===== src/tlv_pkg.sv =====
// Purpose: Shared constants and types of the two-level vectored interrupt controller.
// Assumes: APB data is 32 bits wide and every register takes one aligned word.
// Notes:   Pending flags are indexed by fixed order number, 0 wins within one level.
package tlv_pkg;

  // ----------------------------------------------------------------
  // Sources and vectors
  // ----------------------------------------------------------------
  localparam int          NUM_SRC     = 22;
  localparam int          IDX_W       = 5;
  localparam logic [15:0] VEC_BASE    = 16'h0003;
  localparam int          VEC_SHIFT   = 3;
  localparam int          EXT_A_ORDER = 0;
  localparam int          EXT_B_ORDER = 2;
  // Sources whose pending flag the hardware clears when the core vectors.
  localparam logic [21:0] HW_CLR_MASK = 22'h08000A;

  // ----------------------------------------------------------------
  // Timing
  // ----------------------------------------------------------------
  localparam int CLK_MHZ      = 125;
  localparam int CALL_CLOCKS  = 4;
  localparam int DETECT_CLOCKS = 1;

  // ----------------------------------------------------------------
  // Register map
  // ----------------------------------------------------------------
  localparam logic [7:0] TIMER_EXT_CONTROL_REG_OFS = 8'h00;
  localparam logic [7:0] IRQ_ENABLE_REG_OFS        = 8'h04;
  localparam logic [7:0] IRQ_LEVEL_REG_OFS         = 8'h08;
  localparam logic [7:0] IRQ_PENDING_REG_OFS       = 8'h0C;
  localparam logic [7:0] IRQ_STATUS_REG_OFS        = 8'h10;

  localparam int EXT_A_TRIGGER_BIT = 0;
  localparam int EXT_A_PENDING_BIT = 1;
  localparam int EXT_B_TRIGGER_BIT = 2;
  localparam int EXT_B_PENDING_BIT = 3;
  localparam int GLOBAL_EN_BIT     = 31;

  localparam logic [21:0] ENABLE_RESET = 22'h000000;
  localparam logic [21:0] LEVEL_RESET  = 22'h000000;
  localparam logic [21:0] PEND_RESET   = 22'h000000;

  typedef enum logic {TLV_IDLE, TLV_CALL} tlv_state_t;

endpackage


===== src/tlv_ext_input.sv =====
// Purpose: Conditions one active-low external interrupt pin into a pending flag.
// Assumes: Pin is asynchronous to clk.
// Notes:   Level mode mirrors the pin; edge mode latches a falling edge.
`timescale 1ns/100ps
module tlv_ext_input
  import tlv_pkg::*;
(
  input  wire logic clk,
  input  wire logic reset_n,
  input  wire logic extIrqN,
  input  wire logic triggerType,
  input  wire logic swSet,
  input  wire logic swClr,
  input  wire logic vecClr,
  output logic      pending
);

  logic syncA_q;
  logic syncB_q;
  logic prev_q;
  logic pend_q;
  logic pend_d;

  // ----------------------------------------------------------------
  // Pending flag
  // ----------------------------------------------------------------
  always_comb
  begin
    pend_d = pend_q;
    if (!triggerType)
    begin
      pend_d = ~syncB_q;
    end
    else
    begin
      if (swClr || vecClr)
      begin
        pend_d = 1'b0;
      end
      if ((prev_q && !syncB_q) || swSet)
      begin
        pend_d = 1'b1;
      end
    end
  end

  always_ff @(posedge clk or negedge reset_n)
  begin
    if (!reset_n)
    begin
      syncA_q <= 1'b1;
      syncB_q <= 1'b1;
      prev_q  <= 1'b1;
      pend_q  <= 1'b0;
    end
    else
    begin
      syncA_q <= extIrqN;
      syncB_q <= syncA_q;
      prev_q  <= syncB_q;
      pend_q  <= pend_d;
    end
  end

  assign pending = pend_q;

endmodule


===== src/tlv_irq_ctrl.sv =====
// Purpose: Two-level vectored interrupt controller with APB register access.
// Assumes: Peripheral events arrive as one-cycle pulses synchronous to clk.
// Notes:   The core reports instruction and return ends; this block issues the call.
//
// The placing of the registers and the APB interface to the registers were decided locally.
`timescale 1ns/100ps
// Functional notes
// - External inputs active low, level or falling edge.
// - External pending flags at control bits 1, 3.
// - Edge-mode flag cleared when core vectors.
// - Level-mode flag mirrors pin, not cleared.
// - Vector is 0x0003 plus eight times order.
// - Each source has one priority level bit.
// - Priority bits reset to low level.
// - High request preempts running low routine.
// - Nothing preempts a running high routine.
// - High level request wins over low.
// - Equal level: smallest order number wins.
// - Flags sampled and decoded every clock.
// - Fastest response: detect 1 plus call 4.
// - After return, one instruction before call.
// - Worst response 18 clocks, from core timing.
// - Equal or lower request waits return plus one.
// - Global enable zero masks every source.
// - Flags set regardless of enable; persist retrigger, except on-chip sources 1, 3, 19.
// - Software write of one acts as event, except on an external input in level mode.
module tlv_irq_ctrl
  import tlv_pkg::*;
#(
  parameter int NSRC = NUM_SRC
)
(
  input  wire logic        clk,
  input  wire logic        reset_n,
  input  wire logic        psel,
  input  wire logic        penable,
  input  wire logic        pwrite,
  input  wire logic [31:0] paddr,
  input  wire logic [31:0] pwdata,
  output logic      [31:0] prdata,
  output logic             pready,
  output logic             pslverr,
  input  wire logic        ext_irq_a_n,
  input  wire logic        ext_irq_b_n,
  input  wire logic [21:0] periphEvent,
  input  wire logic        instrEnd,
  input  wire logic        retiEnd,
  output logic             callStart,
  output logic      [15:0] callVector,
  output logic             isrEnter,
  output logic             activeLow,
  output logic             activeHigh
);

  // ----------------------------------------------------------------
  // Declarations
  // ----------------------------------------------------------------
  logic [21:0]      enable_q;
  logic [21:0]      enable_d;
  logic             globalEn_q;
  logic             globalEn_d;
  logic [21:0]      level_q;
  logic [21:0]      level_d;
  logic [21:0]      pend_q;
  logic [21:0]      pend_d;
  logic             extATrig_q;
  logic             extATrig_d;
  logic             extBTrig_q;
  logic             extBTrig_d;
  logic [31:0]      prdata_q;
  logic [31:0]      prdata_d;
  logic             pready_q;
  logic             pready_d;
  logic             pslverr_q;
  logic             pslverr_d;
  logic             winValid_q;
  logic             winValid_d;
  logic             winHigh_q;
  logic             winHigh_d;
  logic [IDX_W-1:0] winIdx_q;
  logic [IDX_W-1:0] winIdx_d;
  tlv_state_t       state_q;
  tlv_state_t       state_d;
  logic [2:0]       callCnt_q;
  logic [2:0]       callCnt_d;
  logic             actLow_q;
  logic             actLow_d;
  logic             actHigh_q;
  logic             actHigh_d;
  logic             holdOff_q;
  logic             holdOff_d;
  logic             callStart_q;
  logic             callStart_d;
  logic [15:0]      callVec_q;
  logic [15:0]      callVec_d;
  logic             isrEnter_q;
  logic             isrEnter_d;
  logic [21:0]      vecClr;
  logic [21:0]      flags;
  logic [21:0]      reqMask;
  logic             access;
  logic             wrAccess;
  logic             wrExtCtl;
  logic             wrPend;
  logic             extAPend;
  logic             extBPend;
  logic             take;

  localparam logic [2:0] CALL_LAST = 3'(CALL_CLOCKS - 1);

  assign access   = psel && penable && pready_q;
  assign wrAccess = access && pwrite && !pslverr_q;
  assign wrExtCtl = wrAccess && (paddr[7:0] == TIMER_EXT_CONTROL_REG_OFS);
  assign wrPend   = wrAccess && (paddr[7:0] == IRQ_PENDING_REG_OFS);

  // ----------------------------------------------------------------
  // External inputs
  // ----------------------------------------------------------------
  tlv_ext_input u_ext_a (
    .clk         (clk),
    .reset_n     (reset_n),
    .extIrqN     (ext_irq_a_n),
    .triggerType (extATrig_q),
    .swSet       ((wrExtCtl && pwdata[EXT_A_PENDING_BIT])
                  || (wrPend && pwdata[EXT_A_ORDER])),
    .swClr       ((wrExtCtl && !pwdata[EXT_A_PENDING_BIT])
                  || (wrPend && !pwdata[EXT_A_ORDER])),
    .vecClr      (vecClr[EXT_A_ORDER]),
    .pending     (extAPend)
  );

  tlv_ext_input u_ext_b (
    .clk         (clk),
    .reset_n     (reset_n),
    .extIrqN     (ext_irq_b_n),
    .triggerType (extBTrig_q),
    .swSet       ((wrExtCtl && pwdata[EXT_B_PENDING_BIT])
                  || (wrPend && pwdata[EXT_B_ORDER])),
    .swClr       ((wrExtCtl && !pwdata[EXT_B_PENDING_BIT])
                  || (wrPend && !pwdata[EXT_B_ORDER])),
    .vecClr      (vecClr[EXT_B_ORDER]),
    .pending     (extBPend)
  );

  // ----------------------------------------------------------------
  // Pending flags of on-chip sources
  // ----------------------------------------------------------------
  always_comb
  begin
    pend_d = pend_q & ~(vecClr & HW_CLR_MASK);
    if (wrPend)
    begin
      pend_d = pwdata[21:0];
    end
    pend_d = pend_d | periphEvent;
  end

  always_comb
  begin
    flags              = pend_q;
    flags[EXT_A_ORDER] = extAPend;
    flags[EXT_B_ORDER] = extBPend;
  end

  assign reqMask = globalEn_q ? (flags & enable_q) : '0;

  // ----------------------------------------------------------------
  // Priority decode
  // ----------------------------------------------------------------
  always_comb
  begin
    winValid_d = 1'b0;
    winHigh_d  = 1'b0;
    winIdx_d   = '0;
    for (int i = NSRC - 1; i >= 0; i--)
    begin
      if (reqMask[i] && !level_q[i])
      begin
        winValid_d = 1'b1;
        winIdx_d   = IDX_W'(i);
      end
    end
    for (int i = NSRC - 1; i >= 0; i--)
    begin
      if (reqMask[i] && level_q[i])
      begin
        winValid_d = 1'b1;
        winHigh_d  = 1'b1;
        winIdx_d   = IDX_W'(i);
      end
    end
  end

  // ----------------------------------------------------------------
  // Call sequencer
  // ----------------------------------------------------------------
  assign take = (state_q == TLV_IDLE) && winValid_q && reqMask[winIdx_q]
                && instrEnd && !holdOff_q
                && !actHigh_q
                && (winHigh_q || !actLow_q);

  assign vecClr = take ? (22'h000001 << winIdx_q) : 22'h000000;

  always_comb
  begin
    state_d     = state_q;
    callCnt_d   = callCnt_q;
    actLow_d    = actLow_q;
    actHigh_d   = actHigh_q;
    holdOff_d   = holdOff_q && !instrEnd;
    callStart_d = 1'b0;
    isrEnter_d  = 1'b0;
    callVec_d   = callVec_q;
    if (retiEnd)
    begin
      holdOff_d = 1'b1;
      actLow_d  = actLow_q && actHigh_q;
      actHigh_d = 1'b0;
    end
    unique case (state_q)
      TLV_IDLE:
      begin
        if (take)
        begin
          state_d     = TLV_CALL;
          callCnt_d   = CALL_LAST;
          callStart_d = 1'b1;
          callVec_d   = VEC_BASE + {8'h00, winIdx_q, 3'h0};
          actHigh_d   = actHigh_q || winHigh_q;
          actLow_d    = actLow_q || !winHigh_q;
        end
      end
      TLV_CALL:
      begin
        if (callCnt_q == 3'h1)
        begin
          isrEnter_d = 1'b1;
          state_d    = TLV_IDLE;
        end
        callCnt_d = callCnt_q - 3'h1;
      end
    endcase
  end

  // ----------------------------------------------------------------
  // APB slave
  // ----------------------------------------------------------------
  always_comb
  begin
    enable_d   = enable_q;
    globalEn_d = globalEn_q;
    level_d    = level_q;
    extATrig_d = extATrig_q;
    extBTrig_d = extBTrig_q;
    pready_d   = psel && !penable;
    prdata_d   = 32'h00000000;
    pslverr_d  = 1'b0;
    if (psel && !penable && !pwrite)
    begin
      unique case (paddr[7:0])
        TIMER_EXT_CONTROL_REG_OFS:
        begin
          prdata_d[EXT_A_TRIGGER_BIT] = extATrig_q;
          prdata_d[EXT_A_PENDING_BIT] = extAPend;
          prdata_d[EXT_B_TRIGGER_BIT] = extBTrig_q;
          prdata_d[EXT_B_PENDING_BIT] = extBPend;
        end
        IRQ_ENABLE_REG_OFS:
        begin
          prdata_d[21:0]          = enable_q;
          prdata_d[GLOBAL_EN_BIT] = globalEn_q;
        end
        IRQ_LEVEL_REG_OFS:   prdata_d[21:0] = level_q;
        IRQ_PENDING_REG_OFS: prdata_d[21:0] = flags;
        IRQ_STATUS_REG_OFS:
        begin
          prdata_d[15:0] = callVec_q;
          prdata_d[16]   = actLow_q;
          prdata_d[17]   = actHigh_q;
          prdata_d[18]   = holdOff_q;
        end
        default: pslverr_d = 1'b1;
      endcase
    end
    pslverr_d = pslverr_d || (psel && !penable && (paddr[1:0] != 2'h0
                || paddr[31:8] != 24'h000000 || paddr[7:0] > IRQ_STATUS_REG_OFS));
    if (wrExtCtl)
    begin
      extATrig_d = pwdata[EXT_A_TRIGGER_BIT];
      extBTrig_d = pwdata[EXT_B_TRIGGER_BIT];
    end
    if (wrAccess && paddr[7:0] == IRQ_ENABLE_REG_OFS)
    begin
      enable_d   = pwdata[21:0];
      globalEn_d = pwdata[GLOBAL_EN_BIT];
    end
    if (wrAccess && paddr[7:0] == IRQ_LEVEL_REG_OFS)
    begin
      level_d = pwdata[21:0];
    end
  end

  // ----------------------------------------------------------------
  // Registers
  // ----------------------------------------------------------------
  always_ff @(posedge clk or negedge reset_n)
  begin
    if (!reset_n)
    begin
      enable_q    <= ENABLE_RESET;
      globalEn_q  <= 1'b0;
      level_q     <= LEVEL_RESET;
      pend_q      <= PEND_RESET;
      extATrig_q  <= 1'b0;
      extBTrig_q  <= 1'b0;
      prdata_q    <= 32'h00000000;
      pready_q    <= 1'b0;
      pslverr_q   <= 1'b0;
      winValid_q  <= 1'b0;
      winHigh_q   <= 1'b0;
      winIdx_q    <= '0;
      state_q     <= TLV_IDLE;
      callCnt_q   <= 3'h0;
      actLow_q    <= 1'b0;
      actHigh_q   <= 1'b0;
      holdOff_q   <= 1'b0;
      callStart_q <= 1'b0;
      callVec_q   <= 16'h0000;
      isrEnter_q  <= 1'b0;
    end
    else
    begin
      enable_q    <= enable_d;
      globalEn_q  <= globalEn_d;
      level_q     <= level_d;
      pend_q      <= pend_d;
      extATrig_q  <= extATrig_d;
      extBTrig_q  <= extBTrig_d;
      prdata_q    <= prdata_d;
      pready_q    <= pready_d;
      pslverr_q   <= pslverr_d;
      winValid_q  <= winValid_d;
      winHigh_q   <= winHigh_d;
      winIdx_q    <= winIdx_d;
      state_q     <= state_d;
      callCnt_q   <= callCnt_d;
      actLow_q    <= actLow_d;
      actHigh_q   <= actHigh_d;
      holdOff_q   <= holdOff_d;
      callStart_q <= callStart_d;
      callVec_q   <= callVec_d;
      isrEnter_q  <= isrEnter_d;
    end
  end

  assign prdata     = prdata_q;
  assign pready     = pready_q;
  assign pslverr    = pslverr_q;
  assign callStart  = callStart_q;
  assign callVector = callVec_q;
  assign isrEnter   = isrEnter_q;
  assign activeLow  = actLow_q;
  assign activeHigh = actHigh_q;

endmodule


===== config.mk =====
export PLATFORM = sky130hd
export DESIGN_NAME = tlv_irq_ctrl
export DESIGN_NICKNAME = d
export VERILOG_FILES = /design/src/tlv_pkg.sv /design/src/tlv_ext_input.sv /design/src/tlv_irq_ctrl.sv
export SDC_FILE = /design/constraint.sdc
export NUM_CORES = 1
export LEC_CHECK = 0
export ABC_AREA = 1
export BUFFER_PORTS_ARGS = -buffer_cell sky130_fd_sc_hd__buf_2
export CAP_MARGIN = 15
export CORE_MARGIN = 2
export CORE_UTILIZATION = 53
export DETAILED_ROUTE_END_ITERATION = 12
export PLACE_DENSITY = 0.79
export SLEW_MARGIN = 20
export SYNTH_ARGS = -nofsm -noshare
export SYNTH_HDL_FRONTEND = slang
export SYNTH_HIERARCHICAL = 1
export SYNTH_SLANG_ARGS = --single-unit

===== constraint.sdc =====
create_clock -name clk -period 5.5 [get_ports clk]
set_input_delay 0.275 -clock clk [delete_from_list [all_inputs] [get_ports clk]]
set_output_delay 0.275 -clock clk [all_outputs]
set_load 0.01 [all_outputs]

==> flow_metrics.env <==
export IMPL_grt_usage_pct=27.0
export IMPL_fin_nets=1024
export IMPL_drive_gt1_share_pct=17.8
export IMPL_grt_pass1_vias=5518
export IMPL_total_power_mw=2.26
export IMPL_synth_cell_types=36
export IMPL_clock_root_buffer="clkbuf_16"
export IMPL_routed_wl_um=15900
export IMPL_num_io_pins=149
export IMPL_port_buffers=119
export IMPL_finalCritPeriodShare_pct=62.0
export IMPL_start_kind="flop"
export IMPL_skew_ns=0.00780
export IMPL_drt_pass1_iter_count=5
export IMPL_drv_slew=0
export IMPL_post_cts_resized=0
export IMPL_vdd_ir_drop_max_uv=279
export IMPL_worst_slew_pin_slew_ns=0.961
export IMPL_gp_congestion=0.933
export IMPL_timing_critical_path_to_type="flop"
export IMPL_cts_buffers=17
export IMPL_cts_clk_slew_worst_paths_ns=0.06
export IMPL_ys_warn_count=6
export IMPL_setup_slack_ns=2.09
export IMPL_avgRoutedWirePerCell_um=14.7
export IMPL_cp_arrival_ns=3.72
export IMPL_rsz0062_at_grt="false"
export IMPL_start_util_pct=54.5
export IMPL_post_cts_buffers=0
export IMPL_die_y_um=112
export IMPL_hpwlAfterDp_um=11200
export IMPL_power_density_nw_per_um2=298
export IMPL_max_cap_violations=0
export IMPL_fin_crit_ns=3.41
export IMPL_diodes=0
export IMPL_die_w_um=112
export IMPL_tritoncts="yes"
export IMPL_ys_ff_latch=122
export IMPL_regToRegSetupSlack_ns=2.09
export IMPL_max_stage_delay_ns=0.34
export IMPL_drc=0
export IMPL_p_leak_nw=3.81
export IMPL_grt_start_max_net_pins=76
export IMPL_clock_sinks=122
export IMPL_cts_buffer_depth=2
export IMPL_nFillCells=987
export IMPL_netlist_area_um2=6220
export IMPL_dp_slack_ns=2.17
export IMPL_clkLatencyLatePin_ns=0.42
export IMPL_path_class="reg2reg"
export IMPL_vias_per_cell=5.38
export IMPL_finalHoldViolations=0
export IMPL_core_area_um2=11400
export IMPL_seq_area_frac_synth_pct=49.2
export IMPL_num_vias=5828
export IMPL_num_rows=39
export IMPL_ctsHoldBuffers=3
export IMPL_drtIter0Drc=480
export IMPL_area_growth_pct=21.7
export IMPL_status="completed"
export IMPL_setup_viol=0
export IMPL_die_area_um2=12600
export IMPL_htreeDepth=4
export IMPL_maxSlewHeadroom_pct=35.7
export IMPL_synth_area_per_cell_um2=7.75
export IMPL_overflow=0
export IMPL_crit_top_cell="nand2_1"
export IMPL_required_ns=5.81
export IMPL_antenna_found_initial=0
export IMPL_final_area_um2=7570
export IMPL_hold_path_class="in2reg"
export IMPL_cp_slowest_cell="dfrtp_1"
export IMPL_antenna_left=0
export IMPL_tns_ns=0
export IMPL_syn_inst=803
export IMPL_postPlaceCellArea_um2=6900
export IMPL_grt_pass1_wl_um=26700
export IMPL_worstPathMaxFanout=32
export IMPL_fmax_ghz=0.293
power by group:
| group | internal, mW | leakage [nW] | switching (mW) |
|---|---|---|---|
| sequential | 0.918 | 1.54 | 0.0127 |
| clock | 0.818 | 0.311 | 0.381 |
| combinational | 0.0502 | 1.96 | 0.0787 |
| total | 1.79 | 3.81 | 0.473 |
final cells by class:
type / instances / area (µm²) / area share (%)
Sequential cell: 122 / 3060 / 40.4
Inverter: 120 / 450 / 5.95
Clock buffer: 26 / 509 / 6.73
Clock inverter: 6 / 133 / 1.75
Tap cell: 143 / 179 / 2.36
Multi-Input combinational cell: 536 / 2550 / 33.7
Timing Repair Buffer: 130 / 688 / 9.09
registers in the layout, summed over array words and instances (netlist names), 3 cells and up:
name and count:
prdata 23, enable_q 22, level_q 22, pend_q 20
callVector 6, winIdx_q 5, callCnt_q 3
cells in the final DEF (no fill, tap or decap), types with 3 or more instances in the layout:
| cell type | instances |
|---|---|
| bufinv_16 | 4 |
| o21bai_1 | 3 |
| nand3_1 | 28 |
| o22ai_1 | 10 |
| o21ai_0 | 80 |
| dlygate4sd3_1 | 3 |
| a21oi_1 | 38 |
| dfstp_2 | 6 |
| clkbuf_1 | 4 |
| clkbuf_16 | 17 |
| buf_2 | 118 |
| nand2_1 | 192 |
| or4_1 | 3 |
| nand4_1 | 20 |
| buf_4 | 9 |
| a31oi_1 | 11 |
| nor3_1 | 13 |
| clkbuf_8 | 5 |
| nor4_1 | 8 |
| conb_1 | 18 |
| a221oi_1 | 10 |
| nor2_1 | 78 |
| inv_1 | 120 |
| dfrtp_1 | 116 |
logic make-up after synthesis:
group	count (synthesis)	synth area share (%)
AND/OR/NAND/NOR	347	23.6
AO/OA/AOI/OAI	168	15.6
buffers and inverters	162	11.1
flip-flops	122	49.2
adder cells (fa/ha/maj)	2	0.402
XOR/XNOR	1	0.141
other	1	0.0603
critical path, delay by kind of cell (launching register included):
family | cells | cell delay [ns]
DFF | 1 | 0.34
AOI/OAI and AO/OA | 1 | 0.05
buffers and inverters | 2 | 0.62
and+or+nand+nor | 41 | 2.31
Yosys cell counts (all sizes together):
| cell type | number | area (µm²) |
|---|---|---|
| nand2 | 192 | 721 |
| inv | 120 | 450 |
| dfrtp | 116 | 2900 |
| o21ai | 80 | 400 |
| nor2 | 78 | 293 |
| a21oi | 39 | 199 |
| nand3 | 29 | 150 |
| buf | 25 | 175 |
| nand4 | 21 | 146 |
| clkbuf | 17 | 63.8 |
| nor3 | 14 | 70.1 |
| a31oi | 11 | 68.8 |
| a221oi | 10 | 87.6 |
| o22ai | 10 | 62.6 |
| nor4 | 9 | 56.3 |
| dfstp | 6 | 158 |
| o21bai | 3 | 22.5 |
| or4 | 3 | 22.5 |
| a21boi | 2 | 15.0 |
| a22o | 2 | 17.5 |
| a22oi | 2 | 15.0 |
| a311o | 2 | 20.0 |
| a41oi | 2 | 17.5 |
| ha | 2 | 25.0 |
| o2111ai | 2 | 17.5 |
| o31ai | 2 | 15.0 |
| conb | 1 | 3.75 |
| o32ai | 1 | 8.76 |
| or2 | 1 | 6.26 |
| xor2 | 1 | 8.76 |
layer usage:
layer / vias up / GRT usage (%) / routed length [µm]
met5: - / 0 / 0
met4: 0 / 9.59 / 336
met3: 32 / 7.45 / 1410
met2: 258 / 41.6 / 7330
met1: 2682 / 37.0 / 6860
li1: 2856 / - / -
path summary, 6_finish.rpt:
| path | start | cells past startpoint | endpoint |
|---|---|---|---|
| setup / recovery | globalEn_q | 44 | winIdx_q[0] |
| hold / removal | penable | 2 | pready |
| min in group asynchronous | reset_n | 2 | pend_q[18] |
| hold reg to reg | u_ext_b/syncA_q | 0 | u_ext_b/syncB_q |
| setup reg to reg | globalEn_q | 44 | winIdx_q[0] |
| max in group asynchronous | reset_n | 3 | level_q[5] |
stage by stage:
stage               util [%]  cells  hold WS (ns)
floorplan                  -    820       -0.0206
global placement        60.4   1048         0.315
detailed placement      60.4   1048         0.316
CTS                     66.3   1083        0.0349
global route            66.3   1083        0.0437
finish                  66.3   1083        0.0450
(Power assumes the default switching activity.)
